<file path="config.mk">
export PLATFORM = sky130hd
export DESIGN_NAME = iam_top
export DESIGN_NICKNAME = d
export VERILOG_FILES = /design/src/iam_pkg.sv /design/src/iam_decode.sv /design/src/iam_top.sv
export SDC_FILE = /design/constraint.sdc
export NUM_CORES = 1
export LEC_CHECK = 0
export BUFFER_PORTS_ARGS = -buffer_cell sky130_fd_sc_hd__buf_4
export CAP_MARGIN = 20
export CORE_MARGIN = 2
export CORE_UTILIZATION = 50
export CTS_CLUSTER_SIZE = 8
export DETAILED_ROUTE_END_ITERATION = 10
export GPL_TIMING_DRIVEN = 0
export HOLD_SLACK_MARGIN = 0.05
export MAX_ROUTING_LAYER = met4
export PLACE_DENSITY_LB_ADDON = 0.05
export RECOVER_POWER = 50
export SYNTH_ARGS = -nofsm -noshare
export SYNTH_HDL_FRONTEND = slang
export SYNTH_SLANG_ARGS = --single-unit
</file>
<file path="constraint.sdc">
create_clock -name MCLK_I -period 10.7 [get_ports MCLK_I]
set_input_delay 1.605 -clock MCLK_I [delete_from_list [all_inputs] [get_ports MCLK_I]]
set_output_delay 1.605 -clock MCLK_I [all_outputs]
set_load 0.01 [all_outputs]
</file>
<file path="src/iam_pkg.sv">
// Shared constants, types and register map of the indirect address mapper
package iam_pkg;

	// Widths
	localparam int PTR_W = 16;
	localparam int DATA_W = 8;
	localparam int ABS_W = 12;
	localparam int FLASH_W = 15;
	localparam int WORD_W = 14;
	localparam int SP_W = 5;
	localparam int BANK_SHIFT = 7;
	localparam int BANK_W = ABS_W - BANK_SHIFT;
	localparam int APB_AW = 8;
	localparam int APB_DW = 32;

	// Pointer regions
	localparam logic [PTR_W-1:0] TRAD_LAST = 16'h0FFF;
	localparam logic [PTR_W-1:0] LIN_BASE = 16'h2000;
	localparam logic [PTR_W-1:0] LIN_LAST = 16'h29AF;
	localparam logic [PTR_W-1:0] GPR_LEN = 16'h0050;
	localparam logic [PTR_W-1:0] GPR_BASE = 16'h0020;
	localparam int FLASH_SEL_BIT = 15;
	localparam int BYTE_HI = 15;
	localparam int BYTE_LO = 8;

	// Offsets of the two port registers inside each bank
	localparam logic [BANK_SHIFT-1:0] PORT0_OFS = 7'h00;
	localparam logic [BANK_SHIFT-1:0] PORT1_OFS = 7'h01;

	// Stack pointer codes
	localparam logic [SP_W-1:0] SP_EMPTY = 5'h1F;
	localparam logic [SP_W-1:0] SP_TOP = 5'h0F;
	localparam logic [SP_W-1:0] SP_BOTTOM = 5'h00;
	localparam logic [SP_W-1:0] SP_ONE = 5'h01;

	// Register byte addresses
	localparam logic [APB_AW-1:0] ADDR_PTR0 = 8'h00;
	localparam logic [APB_AW-1:0] ADDR_PTR1 = 8'h04;
	localparam logic [APB_AW-1:0] ADDR_CONFIG = 8'h08;
	localparam logic [APB_AW-1:0] ADDR_STATUS = 8'h0C;
	localparam logic [APB_AW-1:0] ADDR_MASK = 8'h10;
	localparam logic [APB_AW-1:0] ADDR_DEPTH = 8'h14;

	// Field positions and reset values
	localparam int CFG_FAULT_EN = 0;
	localparam int STAT_W = 3;
	localparam int ST_OVF = 0;
	localparam int ST_UNF = 1;
	localparam int ST_DROP = 2;
	localparam logic [PTR_W-1:0] PTR_RST = 16'h0000;
	localparam logic [STAT_W-1:0] STAT_RST = 3'h0;
	localparam logic [APB_DW-1:0] RD_ZERO = 32'h0000_0000;
	localparam logic [DATA_W-1:0] BYTE_ZERO = 8'h00;

	// Region a pointer falls into
	typedef enum logic [1:0] {
		REG_NULL = 2'b00,
		REG_DATA = 2'b01,
		REG_FLASH = 2'b10,
		REG_SELF = 2'b11
	} iam_region_t;

	// Access sequencer states
	typedef enum logic [1:0] {
		ST_IDLE = 2'b00,
		ST_ISSUE = 2'b01,
		ST_EXTRA = 2'b10,
		ST_WAIT = 2'b11
	} iam_state_t;

	// Decoded target of one pointer
	typedef struct packed {
		iam_region_t region;
		logic [ABS_W-1:0] abs_addr;
		logic [FLASH_W-1:0] flash_addr;
	} iam_map_t;

	// Request toward the banked data memory
	typedef struct packed {
		logic re;
		logic we;
		logic [ABS_W-1:0] addr;
		logic [DATA_W-1:0] wdata;
	} iam_dmem_t;

endpackage

</file>
<file path="src/iam_decode.sv">
// Pointer decoder: maps a 16-bit pointer onto data memory or flash
`timescale 1ns/1ps
module iam_decode (
	// Pointer in
	input wire logic [iam_pkg::PTR_W-1:0] ptr_i,
	// Decoded target out
	output iam_pkg::iam_map_t map_o
);

	logic [iam_pkg::PTR_W-1:0] lin_off; // Offset into linear region
	logic [iam_pkg::PTR_W-1:0] lin_bank; // Bank of linear offset
	logic [iam_pkg::PTR_W-1:0] lin_byte; // Byte within that bank

	// Constant divisor, so synthesis builds a fixed divider
	always_comb begin
		lin_off = ptr_i - iam_pkg::LIN_BASE;
		// [RQ15] bank and byte split
		lin_bank = lin_off / iam_pkg::GPR_LEN;
		lin_byte = (lin_off % iam_pkg::GPR_LEN) + iam_pkg::GPR_BASE;
	end

	// Region selection, flash half first
	always_comb begin
		map_o.region = iam_pkg::REG_NULL;
		map_o.abs_addr = ptr_i[iam_pkg::ABS_W-1:0];
		map_o.flash_addr = ptr_i[iam_pkg::FLASH_W-1:0];
		if (ptr_i[iam_pkg::FLASH_SEL_BIT]) begin
			// [RQ11] upper half is flash
			map_o.region = iam_pkg::REG_FLASH;
		end else if (ptr_i <= iam_pkg::TRAD_LAST) begin
			// [RQ6] one-to-one banked view
			map_o.region = iam_pkg::REG_DATA;
			// [RQ4] port registers point at nothing
			if (ptr_i[iam_pkg::BANK_SHIFT-1:0] == iam_pkg::PORT0_OFS ||
			    ptr_i[iam_pkg::BANK_SHIFT-1:0] == iam_pkg::PORT1_OFS) begin
				map_o.region = iam_pkg::REG_SELF;
			end
		end else if (ptr_i >= iam_pkg::LIN_BASE &&
		             ptr_i <= iam_pkg::LIN_LAST) begin
			// [RQ7] linear alias of GENERAL_PURPOSE_RAM blocks
			map_o.region = iam_pkg::REG_DATA;
			// [RQ8] [RQ10] banks chained, common skipped
			map_o.abs_addr = {lin_bank[iam_pkg::BANK_W-1:0],
			                  lin_byte[iam_pkg::BANK_SHIFT-1:0]};
		end else begin
			// [RQ16] holes stay unmapped
			map_o.region = iam_pkg::REG_NULL;
		end
	end

endmodule

</file>
<file path="src/iam_top.sv">
// Indirect address mapper with stack fault reset and APB register file
// Function
// [RQ1] Stack over/underflow resets device, sets flag
// [RQ2] Return loads top of stack, then pops
// [RQ3] Port access redirected through its pointer
// [RQ4] Pointer at port: read zero, drop write
// [RQ5] Pointer is high byte joined low byte
// [RQ6] Low 4K maps straight to banked addresses
// [RQ7] 0x2000-0x29AF aliases all GENERAL_PURPOSE_RAM blocks
// [RQ8] Linear bytes run across bank boundaries
// [RQ9] Unimplemented locations read as zero
// [RQ10] Common memory absent from linear region
// [RQ11] Pointer MSB set selects flash address
// [RQ12] Flash read yields low eight bits
// [RQ13] Flash writes through pointer are ignored
// [RQ14] Flash access costs one extra cycle
// [RQ15] Offset divided by eighty gives bank, byte
// [RQ16] Other lower-half pointers read zero
//
// The register addresses and the APB slave port are this design's own decisions.
`timescale 1ns/1ps
module iam_top (
	// Clock and reset
	input wire logic MCLK_I,
	input wire logic RST_N_I,
	// APB slave
	input wire logic PSEL_I,
	input wire logic PENABLE_I,
	input wire logic PWRITE_I,
	input wire logic [iam_pkg::APB_AW-1:0] PADDR_I,
	input wire logic [iam_pkg::APB_DW-1:0] PWDATA_I,
	output logic [iam_pkg::APB_DW-1:0] PRDATA_O,
	output logic PREADY_O,
	output logic PSLVERR_O,
	// Interrupt
	output logic IRQ_O,
	// Indirect access from the core
	input wire logic ACC_REQ_I,
	input wire logic ACC_SEL_I,
	input wire logic ACC_WR_I,
	input wire logic [iam_pkg::DATA_W-1:0] ACC_WDATA_I,
	output logic ACC_ACK_O,
	output logic ACC_BUSY_O,
	output logic [iam_pkg::DATA_W-1:0] ACC_RDATA_O,
	// Banked data memory
	output iam_pkg::iam_dmem_t DMEM_REQ_O,
	input wire logic [iam_pkg::DATA_W-1:0] DMEM_RDATA_I,
	// Program flash read port
	output logic FLASH_RE_O,
	output logic [iam_pkg::FLASH_W-1:0] FLASH_ADDR_O,
	input wire logic [iam_pkg::WORD_W-1:0] FLASH_RDATA_I,
	// Return stack control
	input wire logic PUSH_I,
	input wire logic RET_I,
	input wire logic [iam_pkg::FLASH_W-1:0] TOS_I,
	output logic [iam_pkg::SP_W-1:0] STACK_PTR_O,
	output logic PC_LOAD_O,
	output logic [iam_pkg::FLASH_W-1:0] PC_VALUE_O,
	output logic FAULT_RESET_O
);

	// Register file state
	logic [iam_pkg::PTR_W-1:0] ptr0; // First pointer, high:low bytes
	logic [iam_pkg::PTR_W-1:0] ptr1; // Second pointer
	logic fault_en; // Stack fault reset enable
	logic [iam_pkg::STAT_W-1:0] status; // Sticky event flags
	logic [iam_pkg::STAT_W-1:0] mask; // Interrupt mask
	logic [iam_pkg::STAT_W-1:0] next_status; // Status after this edge
	logic [iam_pkg::STAT_W-1:0] stat_set; // Events of this cycle
	logic [iam_pkg::STAT_W-1:0] stat_clr; // Write-one-to-clear bits

	// APB decode
	logic apb_acc; // Access phase present
	logic apb_wr; // Write takes effect this edge
	logic addr_hit; // Address is mapped
	logic [iam_pkg::APB_DW-1:0] rd_mux; // Read value of addressed reg

	// Access sequencer
	iam_pkg::iam_state_t state; // Sequencer state
	iam_pkg::iam_map_t map; // Decode of selected pointer
	iam_pkg::iam_region_t acc_region; // Region of access in flight
	logic acc_wr; // Access in flight is a write
	logic acc_take; // Core request accepted now
	logic [iam_pkg::PTR_W-1:0] sel_ptr; // Pointer chosen by request

	// Stack events
	logic ovf_evt; // Push past sixteenth level
	logic unf_evt; // Pop past first level
	logic drop_evt; // Indirect write suppressed

	// Pointer chosen by the request picks the target
	always_comb begin
		// [RQ3] port resolves via its pointer
		sel_ptr = ACC_SEL_I ? ptr1 : ptr0;
	end

	// Shared decoder
	iam_decode u_decode (
		.ptr_i(sel_ptr),
		.map_o(map)
	);

	assign acc_take = ACC_REQ_I && (state == iam_pkg::ST_IDLE);

	// APB strobes: one wait state, so read data is registered
	assign apb_acc = PSEL_I && PENABLE_I;
	assign apb_wr = apb_acc && PREADY_O && PWRITE_I && addr_hit;

	// Address decode and read multiplexer, reserved bits zero
	always_comb begin
		addr_hit = 1'b1;
		rd_mux = iam_pkg::RD_ZERO;
		case (PADDR_I)
			iam_pkg::ADDR_PTR0: begin
				rd_mux[iam_pkg::PTR_W-1:0] = ptr0;
			end
			iam_pkg::ADDR_PTR1: begin
				rd_mux[iam_pkg::PTR_W-1:0] = ptr1;
			end
			iam_pkg::ADDR_CONFIG: begin
				rd_mux[iam_pkg::CFG_FAULT_EN] = fault_en;
			end
			iam_pkg::ADDR_STATUS: begin
				rd_mux[iam_pkg::STAT_W-1:0] = status;
			end
			iam_pkg::ADDR_MASK: begin
				rd_mux[iam_pkg::STAT_W-1:0] = mask;
			end
			iam_pkg::ADDR_DEPTH: begin
				rd_mux[iam_pkg::SP_W-1:0] = STACK_PTR_O;
			end
			default: begin
				addr_hit = 1'b0;
			end
		endcase
	end

	// APB handshake: ready rises one cycle into the access phase
	always_ff @(posedge MCLK_I or negedge RST_N_I) begin
		if (!RST_N_I) begin
			PREADY_O <= 1'b0;
			PRDATA_O <= iam_pkg::RD_ZERO;
			PSLVERR_O <= 1'b0;
		end else begin
			PREADY_O <= apb_acc && !PREADY_O;
			if (apb_acc && !PREADY_O) begin
				// Unmapped reads give zero with an error
				PRDATA_O <= PWRITE_I ? iam_pkg::RD_ZERO : rd_mux;
				PSLVERR_O <= !addr_hit;
			end else begin
				PSLVERR_O <= 1'b0;
			end
		end
	end

	// Pointer and control registers written by software
	always_ff @(posedge MCLK_I or negedge RST_N_I) begin
		if (!RST_N_I) begin
			ptr0 <= iam_pkg::PTR_RST;
			ptr1 <= iam_pkg::PTR_RST;
			fault_en <= 1'b0;
			mask <= iam_pkg::STAT_RST;
		end else if (apb_wr) begin
			case (PADDR_I)
				// [RQ5] high byte over low byte
				iam_pkg::ADDR_PTR0: begin
					ptr0 <= {PWDATA_I[iam_pkg::BYTE_HI:iam_pkg::BYTE_LO],
					         PWDATA_I[iam_pkg::BYTE_LO-1:0]};
				end
				iam_pkg::ADDR_PTR1: begin
					ptr1 <= {PWDATA_I[iam_pkg::BYTE_HI:iam_pkg::BYTE_LO],
					         PWDATA_I[iam_pkg::BYTE_LO-1:0]};
				end
				iam_pkg::ADDR_CONFIG: begin
					fault_en <= PWDATA_I[iam_pkg::CFG_FAULT_EN];
				end
				iam_pkg::ADDR_MASK: begin
					mask <= PWDATA_I[iam_pkg::STAT_W-1:0];
				end
				default: begin
					// Status is handled apart, depth is read-only
				end
			endcase
		end
	end

	// Sticky flags: an event in the clearing cycle survives
	always_comb begin
		stat_set = iam_pkg::STAT_RST;
		stat_set[iam_pkg::ST_OVF] = ovf_evt;
		stat_set[iam_pkg::ST_UNF] = unf_evt;
		stat_set[iam_pkg::ST_DROP] = drop_evt;
		stat_clr = iam_pkg::STAT_RST;
		if (apb_wr && PADDR_I == iam_pkg::ADDR_STATUS) begin
			stat_clr = PWDATA_I[iam_pkg::STAT_W-1:0];
		end
		next_status = (status & ~stat_clr) | stat_set;
	end

	// Status and interrupt output
	always_ff @(posedge MCLK_I or negedge RST_N_I) begin
		if (!RST_N_I) begin
			status <= iam_pkg::STAT_RST;
			IRQ_O <= 1'b0;
		end else begin
			status <= next_status;
			IRQ_O <= |(next_status & mask);
		end
	end

	// Stack events; push wins when both strobes come together
	always_comb begin
		// [RQ1] beyond sixteenth or first level
		ovf_evt = fault_en && PUSH_I && (STACK_PTR_O == iam_pkg::SP_TOP);
		unf_evt = fault_en && !PUSH_I && RET_I &&
		          (STACK_PTR_O == iam_pkg::SP_EMPTY);
	end

	// Stack pointer; without the fault reset it simply wraps
	always_ff @(posedge MCLK_I or negedge RST_N_I) begin
		if (!RST_N_I) begin
			STACK_PTR_O <= iam_pkg::SP_EMPTY;
			FAULT_RESET_O <= 1'b0;
		end else begin
			FAULT_RESET_O <= ovf_evt || unf_evt;
			if (ovf_evt || unf_evt) begin
				// [RQ1] fault empties the stack
				STACK_PTR_O <= iam_pkg::SP_EMPTY;
			end else if (PUSH_I) begin
				STACK_PTR_O <= (STACK_PTR_O == iam_pkg::SP_TOP) ?
				               iam_pkg::SP_BOTTOM :
				               STACK_PTR_O + iam_pkg::SP_ONE;
			end else if (RET_I) begin
				// [RQ2] pop after the load
				STACK_PTR_O <= (STACK_PTR_O == iam_pkg::SP_EMPTY) ?
				               iam_pkg::SP_TOP :
				               STACK_PTR_O - iam_pkg::SP_ONE;
			end
		end
	end

	// Return loads the program counter from the top entry
	always_ff @(posedge MCLK_I or negedge RST_N_I) begin
		if (!RST_N_I) begin
			PC_LOAD_O <= 1'b0;
			PC_VALUE_O <= '0;
		end else begin
			// [RQ2] top of stack into PC
			PC_LOAD_O <= RET_I && !PUSH_I && !unf_evt;
			if (RET_I && !PUSH_I && !unf_evt) begin
				PC_VALUE_O <= TOS_I;
			end
		end
	end

	// Sequencer; flash takes the detour through the extra state
	always_ff @(posedge MCLK_I or negedge RST_N_I) begin
		if (!RST_N_I) begin
			state <= iam_pkg::ST_IDLE;
			acc_region <= iam_pkg::REG_NULL;
			acc_wr <= 1'b0;
		end else begin
			case (state)
				iam_pkg::ST_IDLE: begin
					if (acc_take) begin
						state <= iam_pkg::ST_ISSUE;
						acc_region <= map.region;
						acc_wr <= ACC_WR_I;
					end
				end
				iam_pkg::ST_ISSUE: begin
					// [RQ14] one added cycle for flash
					state <= (acc_region == iam_pkg::REG_FLASH) ?
					         iam_pkg::ST_EXTRA : iam_pkg::ST_WAIT;
				end
				iam_pkg::ST_EXTRA: begin
					state <= iam_pkg::ST_WAIT;
				end
				iam_pkg::ST_WAIT: begin
					state <= iam_pkg::ST_IDLE;
				end
				default: begin
					state <= iam_pkg::ST_IDLE;
				end
			endcase
		end
	end

	// Suppressed writes are flagged so software can spot them
	assign drop_evt = acc_take && ACC_WR_I &&
	                  (map.region != iam_pkg::REG_DATA);

	// Memory strobes, high for the single issue cycle
	always_ff @(posedge MCLK_I or negedge RST_N_I) begin
		if (!RST_N_I) begin
			DMEM_REQ_O <= '0;
			FLASH_RE_O <= 1'b0;
			FLASH_ADDR_O <= '0;
		end else begin
			DMEM_REQ_O.re <= 1'b0;
			DMEM_REQ_O.we <= 1'b0;
			FLASH_RE_O <= 1'b0;
			if (acc_take) begin
				// [RQ4] [RQ16] no strobe outside data
				DMEM_REQ_O.re <= (map.region == iam_pkg::REG_DATA) &&
				                 !ACC_WR_I;
				DMEM_REQ_O.we <= (map.region == iam_pkg::REG_DATA) &&
				                 ACC_WR_I;
				DMEM_REQ_O.addr <= map.abs_addr;
				DMEM_REQ_O.wdata <= ACC_WDATA_I;
				// [RQ13] flash port is read-only
				FLASH_RE_O <= (map.region == iam_pkg::REG_FLASH) &&
				              !ACC_WR_I;
				FLASH_ADDR_O <= map.flash_addr;
			end
		end
	end

	// Answer to the core, captured as the sequence ends
	always_ff @(posedge MCLK_I or negedge RST_N_I) begin
		if (!RST_N_I) begin
			ACC_ACK_O <= 1'b0;
			ACC_BUSY_O <= 1'b0;
			ACC_RDATA_O <= iam_pkg::BYTE_ZERO;
		end else begin
			ACC_ACK_O <= (state == iam_pkg::ST_WAIT);
			ACC_BUSY_O <= acc_take || (state == iam_pkg::ST_ISSUE) ||
			              (state == iam_pkg::ST_EXTRA);
			if (state == iam_pkg::ST_WAIT) begin
				if (acc_wr) begin
					ACC_RDATA_O <= iam_pkg::BYTE_ZERO;
				end else if (acc_region == iam_pkg::REG_DATA) begin
					ACC_RDATA_O <= DMEM_RDATA_I;
				end else if (acc_region == iam_pkg::REG_FLASH) begin
					// [RQ12] low byte of program word
					ACC_RDATA_O <= FLASH_RDATA_I[iam_pkg::DATA_W-1:0];
				end else begin
					// [RQ9] [RQ4] nothing behind it reads zero
					ACC_RDATA_O <= iam_pkg::BYTE_ZERO;
				end
			end
		end
	end

endmodule

</file>
Word level (Yosys, flattened, before mapping)
Cells that the tools add are included.
W data, S select, Z words.
{ "op_classes": {"n_mux": 29, "n_lt_le_gt_ge": 3, "bitwise": 4, "add_sub_neg": 4, "reduce_logical": 40, "div": 2, "eq_ne": 17} }
{ "op_table": {"columns": ["op", "n"], "rows": [
  ["$mux W12", 3],
  ["$mux W16", 2],
  ["$mux W5", 5],
  ["$mux W8", 3],
  ["$mux W22", 1],
  ["$pmux W11 S2", 1],
  ["$logic_and A1 B1 Y1", 20],
  ["$div A16 B7 Y16 const B", 1],
  ["$eq A8 B4 Y1 const B", 2],
  ["$eq A8 B5 Y1 const B", 2],
  ["$ge A16 B14 Y1 const B", 1],
  ["$le A16 B12 Y1 const B", 1],
  ["$le A16 B14 Y1 const B", 1],
  ["$mod A16 B7 Y16 const B", 1],
  ["$sub A16 B14 Y16 const B", 1],
  ["$pmux W2 S5", 1],
  ["$reduce_and A2 Y1", 5],
  ["$eq A2 B2 Y1 const B", 4],
  ["$eq A8 B3 Y1 const B", 1],
  ["$logic_not A8 Y1", 1],
  ["$mux W2", 4],
  ["$pmux W2 S4", 1],
  ["$add A7 B6 Y7 const B", 1],
  ["$eq A7 B1 Y1 const B", 1],
  ["21 further kinds", 35]
]} }
{ "totals": {"in_bits": 95, "reg_bits": 149, "out_inout_bits": 105, "word_cells": 124} }

Depth between registers and ports, before layout
Gate-level depths: netlist of the first run.
{ "depth": {"word_depth": 11, "mapped_depth": 28, "mapped_depth_nobuf": 22} }

Hierarchy
Synthesis of the first run repeated with hierarchy kept, for this count alone.
{ "unflattened": {"hier_cells": 877, "area_unflattened_um2": 8829.7} }
{ "by_module_without_submodules": {"columns": ["module", "cells_each", "seq_area_each_um2", "n_inst", "area_per_inst_um2"], "rows": [
  ["iam_top", 462, 3334.4, 1, 6025.8],
  ["iam_decode", 415, 0.0, 1, 2803.9]
]} }

Worst setup path before layout of the first run
No wires, ideal clock.
{ "synth_path": {"path_kind": "input to register", "start": "input port ACC_SEL_I", "end": "register DMEM_REQ_O[13] (netlist name)", "slack_ns": 2.699, "n_path_buf": 5, "arrival_ns": 7.875, "path_stages": 25, "path_cell_list": "buf_6 -> buf_4 -> buf_6 -> buf_4 -> mux2i_1 -> ha_1 -> clkbuf_1 -> xnor2_1 -> mux2_2 -> o22ai_1 -> a31oi_4 -> maj3_2 -> a211o_1 -> o22ai_2 -> a211oi_4 -> a211oi_1 -> nand4b_4 -> mux2_4 -> or2_1 -> or4_4 -> a221oi_4 -> nand4_2 -> or2_1 -> a31o_1 -> o32a_1"} }
{ "synth_between": {"elab_chain_len": 7, "elab_cells_between_ends": 11, "classes_between": "add/sub (2); div (1); order compare (3); mux (4); reduce/logical (1)"} }
{ "synth_rtl": {"columns": ["item", "line_no", "text"], "rows": [
  ["start: declaration", "iam_top.sv:39", "input wire logic ACC_SEL_I,"],
  ["$mux W16 *", "iam_top.sv:94", "sel_ptr = ACC_SEL_I ? ptr1 : ptr0;"],
  ["$sub A16 B14 Y16", "iam_decode.sv:16", "lin_off = ptr_i - iam_pkg::LIN_BASE;"],
  ["$mod A16 B7 Y16", "iam_decode.sv:19", "lin_byte = (lin_off % iam_pkg::GPR_LEN) + iam_pkg::GPR_BASE;"],
  ["$add A7 B6 Y7", "iam_decode.sv:19", null],
  ["$mux W12", "iam_decode.sv:38", "end else if (ptr_i >= iam_pkg::LIN_BASE &&"],
  ["$mux W12", "iam_decode.sv:30", "end else if (ptr_i <= iam_pkg::TRAD_LAST) begin"],
  ["$mux W12 *", "iam_decode.sv:27", "if (ptr_i[iam_pkg::FLASH_SEL_BIT]) begin"],
  ["end: declaration", "iam_top.sv:46", "output iam_pkg::iam_dmem_t DMEM_REQ_O,"]
]} }
Mark *: on every way between the ends. The rest lies on a longest branch, timed or not.
A chain may end at the register's enable or synchronous reset.

Worst setup path after layout of the first run
Ends and elaborated chain as after synthesis.

==> flow_summary.toml, run 1 <==
[yosys]
yosys_warnings = 0
synth.avg_cell_area_sq_um = 9.50
synth-edff-count = 0
muxShareOfSynthArea = 0.124
ys_types = 98
ys_ff_latch = 130
ys_seq_area_frac = 0.397
synthesis.area_sq_um = 8200
synth_top_family_by_area = "compound AO/OA/AOI/OAI gates"
async_flop_share = 1.00
synth-main-ff-cell = "dfrtp_1"
synth-compound-area-share = 0.218
yosys.area_share.simple = 0.179
synth_fa_ha_area_frac = 0.0151
synthXorXnorAreaFrac = 0.0139
synthCells = 864

[critical_path]
ff2ff_setup_slack_ps = 3310
required_ps = 11000
crit_path_max_fanout = 10
critPathArrivalTime_ps = 9420
critPathLaunchType = "input pin"
endpoint_kind = "flop"
critical_path_buf_inv_count = 5
critPathKind = "in -> reg"
slowest_stage = "clkbuf_1"
max_stage_delay_ps = 570
cpLargestDelayFamily = "simple AND/OR/NAND/NOR gates"

[run_status]
violations = "capacitance limit, slew limit"
outcome = "complete, but fails checks"

[floorplan]
core_sq_um = 15900
start_util = 0.515
die-area_sq_um = 17400
dieHeight_microns = 132
die_x_microns = 132
pin_count = 200
rows = 46

[place]
gp_congestion = 0.942
dpl_cell_area_sq_um = 9750
port_buffers = 158
place_hpwl_microns = 18100
pre_cts_ws_ps = 1620

[sta]
finalWorstSetupSlack_ps = 1580
rsz0062_at_grt = "no"
slew-limit-headroom = -1.94
post-route-period-util = 0.852
max_freq_mhz = 110
hold_violations = 0
min_period_ps = 9120
worstMarginPinSlew_ps = 4410
drv_slew = 133
setup_viol_count_final = 0
fin_tns_setup_ps = 0
fin_skew_ps = 8.33

[cells_and_area]
multiInputGateArea_sq_um = 4580
finish.utilization = 0.646
nets = 1161
final_cell_mix = "buf_4 (153), dfrtp_1 (125), nand2_1 (116)"
final_area_sq_um = 10300
diodes = 0
fill_cells = 1375
drive_gt1_frac = 0.283
layout_commonest_cell = "buf_4"
seqCellArea_sq_um = 3260
area_growth_pct = 25.4

[route]
wl_microns = 24200
drtIter0Drc = 457
antenna_left = 0
vias_per_cell = 5.93
drc = 0
vias = 7616
first_pass_iters = 7
wire_per_inst_microns = 18.9

[clocking]
cts_buffers = 17
clockBufferDepth = 2
cts_tree = "yes"
cts.sinks = 130
path_clk_slew_ps = 60
clkLatencyLatePin_ps = 420
cts_hold_buf = 0
post-cts-setup-buffers = 0
root_buffer = "clkbuf_16"
cts.htree.levels = 4
cts_resized = 0

[global_route]
grt_pass1_wl_microns = 39100
grt_pass1_vias = 7252
grt_usage = 0.289
grt_overflow = 0
antenna_found_initial = 0
grt_max_degree = 84

[power]
power.density_nw_per_um2 = 171
p_leak_uw = 0.00474
vdd_ir_drop_max_mv = 0.114

[worst_hold_path]
hold_class = "reg -> reg"

[flow_run]
drv_cap = 2
## worst reg2reg max path, delay by kind of cell, from the launching register on
kind | cells | cell delay (ps)
compound gates | 8 | 2130
fa+ha+maj | 1 | 320
buf+inv | 2 | 670
flops | 1 | 460
mux | 3 | 1150
simple gates | 9 | 2570
## cell usage after synthesis, types with 6 or more instances
cell,n,area [sq um]
a211oi_1,8,60.1
a21oi_1,21,105
a22oi_1,25,188
a31oi_1,16,100
and3_1,10,62.6
buf_2,7,35.0
buf_4,21,158
clkbuf_1,27,101
dfrtp_1,125,3130
ha_1,9,113
inv_1,20,75.1
mux2_2,61,687
mux2i_1,25,250
nand2_1,116,435
nand2b_1,8,50.1
nand3_1,20,100
nor2_1,45,169
nor2b_1,6,37.5
nor3_1,29,145
nor3b_1,7,52.6
o21a_1,12,90.1
o21ai_0,59,295
o22ai_1,17,106
xnor2_1,10,87.6
## worst paths after layout
check / startpoint / endpoint / depth (start not counted)
max: ACC_SEL_I / DMEM_REQ_O[13] / 26
min: DMEM_REQ_O[18] / DMEM_REQ_O[18] / 2
max reg2reg: ptr0[13] / DMEM_REQ_O[13] / 23
min reg2reg: DMEM_REQ_O[18] / DMEM_REQ_O[18] / 2
max in group asynchronous: RST_N_I / ACC_RDATA_O[5] / 2
min in group asynchronous: RST_N_I / FAULT_RESET_O / 1
## logic make-up after synthesis
kind of cell / after synthesis
muxes: 91
and+or+nand+nor: 293
adders and majority gates: 10
buffers and inverters: 82
xor gates and xnor gates: 13
DFF: 130
other: 1
AOI/OAI and AO/OA: 244
## sequential cells by signal, summed over array words and instances (netlist names)
name and flops:
ACC_ACK_O 1, ACC_BUSY_O 1, ACC_RDATA_O 8, DMEM_REQ_O 22
FAULT_RESET_O 1, FLASH_ADDR_O 12, FLASH_RE_O 1, IRQ_O 1
PC_LOAD_O 1, PC_VALUE_O 15, PRDATA_O 16, PREADY_O 1
PSLVERR_O 1, STACK_PTR_O 5, acc_region 2, acc_wr 1
fault_en 1, mask 3, ptr0 16, ptr1 16
state 2, status 3
## final cells by class
cell class                      count  share of cell area
Multi-Input combinational cell    667               0.445
Sequential cell                   130               0.317
Timing Repair Buffer              159               0.109
Clock buffer                       20              0.0444
Buffer                             61              0.0332
Tap cell                          216              0.0263
Clock inverter                     10              0.0178
Inverter                           21             0.00766
## power by group
group | internal, uW | switching (uW)
registers | 572 | 53.8
logic | 221 | 276
clock network | 422 | 214
## metrics by stage
step	std cells	hold slack [ps]	total power, uW
2_1_floorplan	879	437	929
3_3_place_gp	1253	458	1130
3_5_place_dp	1254	465	1140
4_1_cts	1284	477	1780
5_1_grt	1284	489	1860
6_report	1284	473	1760
## layer usage
layer  global-route usage  routed length, microns
met5                    -                       0
met4                0.107                     597
met3               0.0531                    1560
met2                0.464                   11700
met1                0.364                   10300
Power figures use the tool's default switching activity.
==> run 2, diff against run 1 <==
- CORE_UTILIZATION: 50 -> 47
- GPL_TIMING_DRIVEN: 0 -> default
- REMOVE_ABC_BUFFERS: default -> 1
==> flow_summary.toml, run 2 (synthesized netlist as in run 1, its figures left out) <==
[run_status]
outcome = "complete, but fails checks"
violations = "capacitance limit, slew limit"

[worst_hold_path]
min_from = "DMEM_REQ_O[18]"
min_to = "DMEM_REQ_O[18]"
holdPathStages = 2
hold_class = "reg -> reg"

[cells_and_area]
largest-register = "DMEM_REQ_O"
largest_reg_flops = 22
nets = 1112
final_area_sq_um = 9790
area_growth_pct = 19.3
layout_commonest_cell = "dfrtp_1"
seqCellArea_sq_um = 3260
fill_cells = 1663
final_cell_mix = "dfrtp_1 (125), nand2_1 (116), clkbuf_1 (81), buf_4 (81), mux2_2 (61)"
drive_gt1_frac = 0.221
diodes = 0
multiInputGateArea_sq_um = 4590

[route]
wl_microns = 22500
antenna_left = 0
drtIter0Drc = 406
vias = 7201
drc = 0
wire_per_inst_microns = 18.1
first_pass_iters = 6
vias_per_cell = 5.78

[power]
p_leak_uw = 0.00432
power.density_nw_per_um2 = 169
vdd_ir_drop_max_mv = 0.120

[floorplan]
pin_count = 200
die-area_sq_um = 18500
core_sq_um = 17200
die_x_microns = 136
dieHeight_microns = 136
rows = 48
start_util = 0.478

[sta]
max_freq_mhz = 115
drv_slew = 186
rsz0062_at_grt = "no"
fin_tns_setup_ps = 0
post-route-period-util = 0.810
setup_viol_count_final = 0
min_period_ps = 8670
slew-limit-headroom = -1.64
fin_skew_ps = 16.3
finalWorstSetupSlack_ps = 2030
hold_violations = 0
worstMarginPinSlew_ps = 3960

[critical_path]
critPathArrivalTime_ps = 8970
reg2reg_to = "DMEM_REQ_O[13]"
regToRegStartpoint = "ptr0[13]"
path_cells = "buf_4 -> mux2_2 -> inv_2 -> ha_1 -> or3b_2 -> mux2i_1 -> o2bb2ai_1 -> nor3b_1 -> nor2_1 -> nor2_1 -> a211o_1 -> o22ai_2 -> xnor2_1 -> and3_1 -> a31oi_1 -> a311oi_1 -> nor2_1 -> and4_1 -> a211oi_1 -> and3_1 -> a2111oi_0 -> a31o_1 -> o32a_1"
reg2reg_depth = 22
path_common_cell = "nor2_1"
endpoint_kind = "flop"
required_ps = 11010
critPathKind = "in -> reg"
slowest_stage = "a311oi_1"
crit_path_max_fanout = 43
ff2ff_setup_slack_ps = 3350
max_stage_delay_ps = 760
critPathLaunchType = "input pin"

[clocking]
post-cts-setup-buffers = 0
path_clk_slew_ps = 60
cts_tree = "yes"
cts_hold_buf = 0
cts.htree.levels = 4
clockBufferDepth = 2
cts_resized = 0
cts_buffers = 17
cts.sinks = 130
root_buffer = "clkbuf_16"
clkLatencyLatePin_ps = 430

[global_route]
antenna_found_initial = 0
grt_usage = 0.253
grt_pass1_wl_microns = 35500
grt_max_degree = 78
grt_overflow = 0
grt_pass1_vias = 6722

[place]
dpl_cell_area_sq_um = 9500
place_hpwl_microns = 16200
port_buffers = 161
gp_congestion = 0.936
pre_cts_ws_ps = 1720

[flow_run]
drv_cap = 3
[run 2: cell types whose count changed in the layout (fill, tap and decap cells not counted), moves of 2 or more]
cell,before,now
buf_2,6,0
buf_4,153,81
buf_6,4,0
bufinv_16,5,2
clkbuf_1,50,81
clkinv_2,3,1
clkinvlp_4,0,3
inv_6,0,5
[run 2: worst max path at each step]
| stage | startpoint | slack (ps) | endpoint |
|---|---|---|---|
| after global placement | ACC_SEL_I | 1720 | DMEM_REQ_O[13] |
| after CTS | ACC_SEL_I | 2160 | DMEM_REQ_O[13] |
| final | ACC_SEL_I | 2030 | DMEM_REQ_O[13] |
| after detailed placement | ACC_SEL_I | 1720 | DMEM_REQ_O[13] |
| after global routing | ACC_SEL_I | 1490 | DMEM_REQ_O[13] |
| after floorplan | ACC_SEL_I | 3170 | DMEM_REQ_O[13] |
[run 2: final cells by class]
type / count / area share
timing repair buffer: 171 / 0.100
multi-input combinational: 667 / 0.469
tap: 225 / 0.0288
clock buffer: 19 / 0.0463
sequential: 130 / 0.333
inverter: 21 / 0.00805
clock inverter: 13 / 0.0152
[run 2: critical path: cells and delay by family]
| family | cells | cell delay, ps |
|---|---|---|
| XOR/XNOR | 1 | 400 |
| multiplexers | 2 | 820 |
| AO/OA/AOI/OAI | 9 | 2610 |
| buffers and inverters | 2 | 640 |
| adder cells (fa/ha/maj) | 1 | 500 |
| AND/OR/NAND/NOR | 8 | 2370 |
[run 2: through the flow]
| stage | power [uW] | utilization | hold WS (ps) | cells |
|---|---|---|---|---|
| finish | 1650 | 0.570 | 466 | 1246 |
| global route | 1750 | 0.570 | 491 | 1246 |
| CTS | 1710 | 0.588 | 471 | 1246 |
| detailed placement | 1120 | 0.553 | 457 | 1214 |
| global placement | 1110 | 0.553 | 454 | 1214 |
| floorplan | 908 | - | 437 | 818 |
[run 2: power breakdown]
part / leakage [uW] / internal (uW) / switching (uW) / total (uW)
registers: 0.00172 / 572 / 59.4 / 631
clock network: 0.000287 / 359 / 233 / 592
logic: 0.00232 / 177 / 254 / 431
[run 2: metal layers]
layer  routed length [microns]  vias up  track usage  part of all wire
met3                      1410       29       0.0537             0.062
met2                     10700      223        0.410              0.47
met1                     10100     3463        0.322              0.45
met5                         0        -            -                 0
li1                          -     3486            -                 -
met4                       281        0       0.0700             0.012
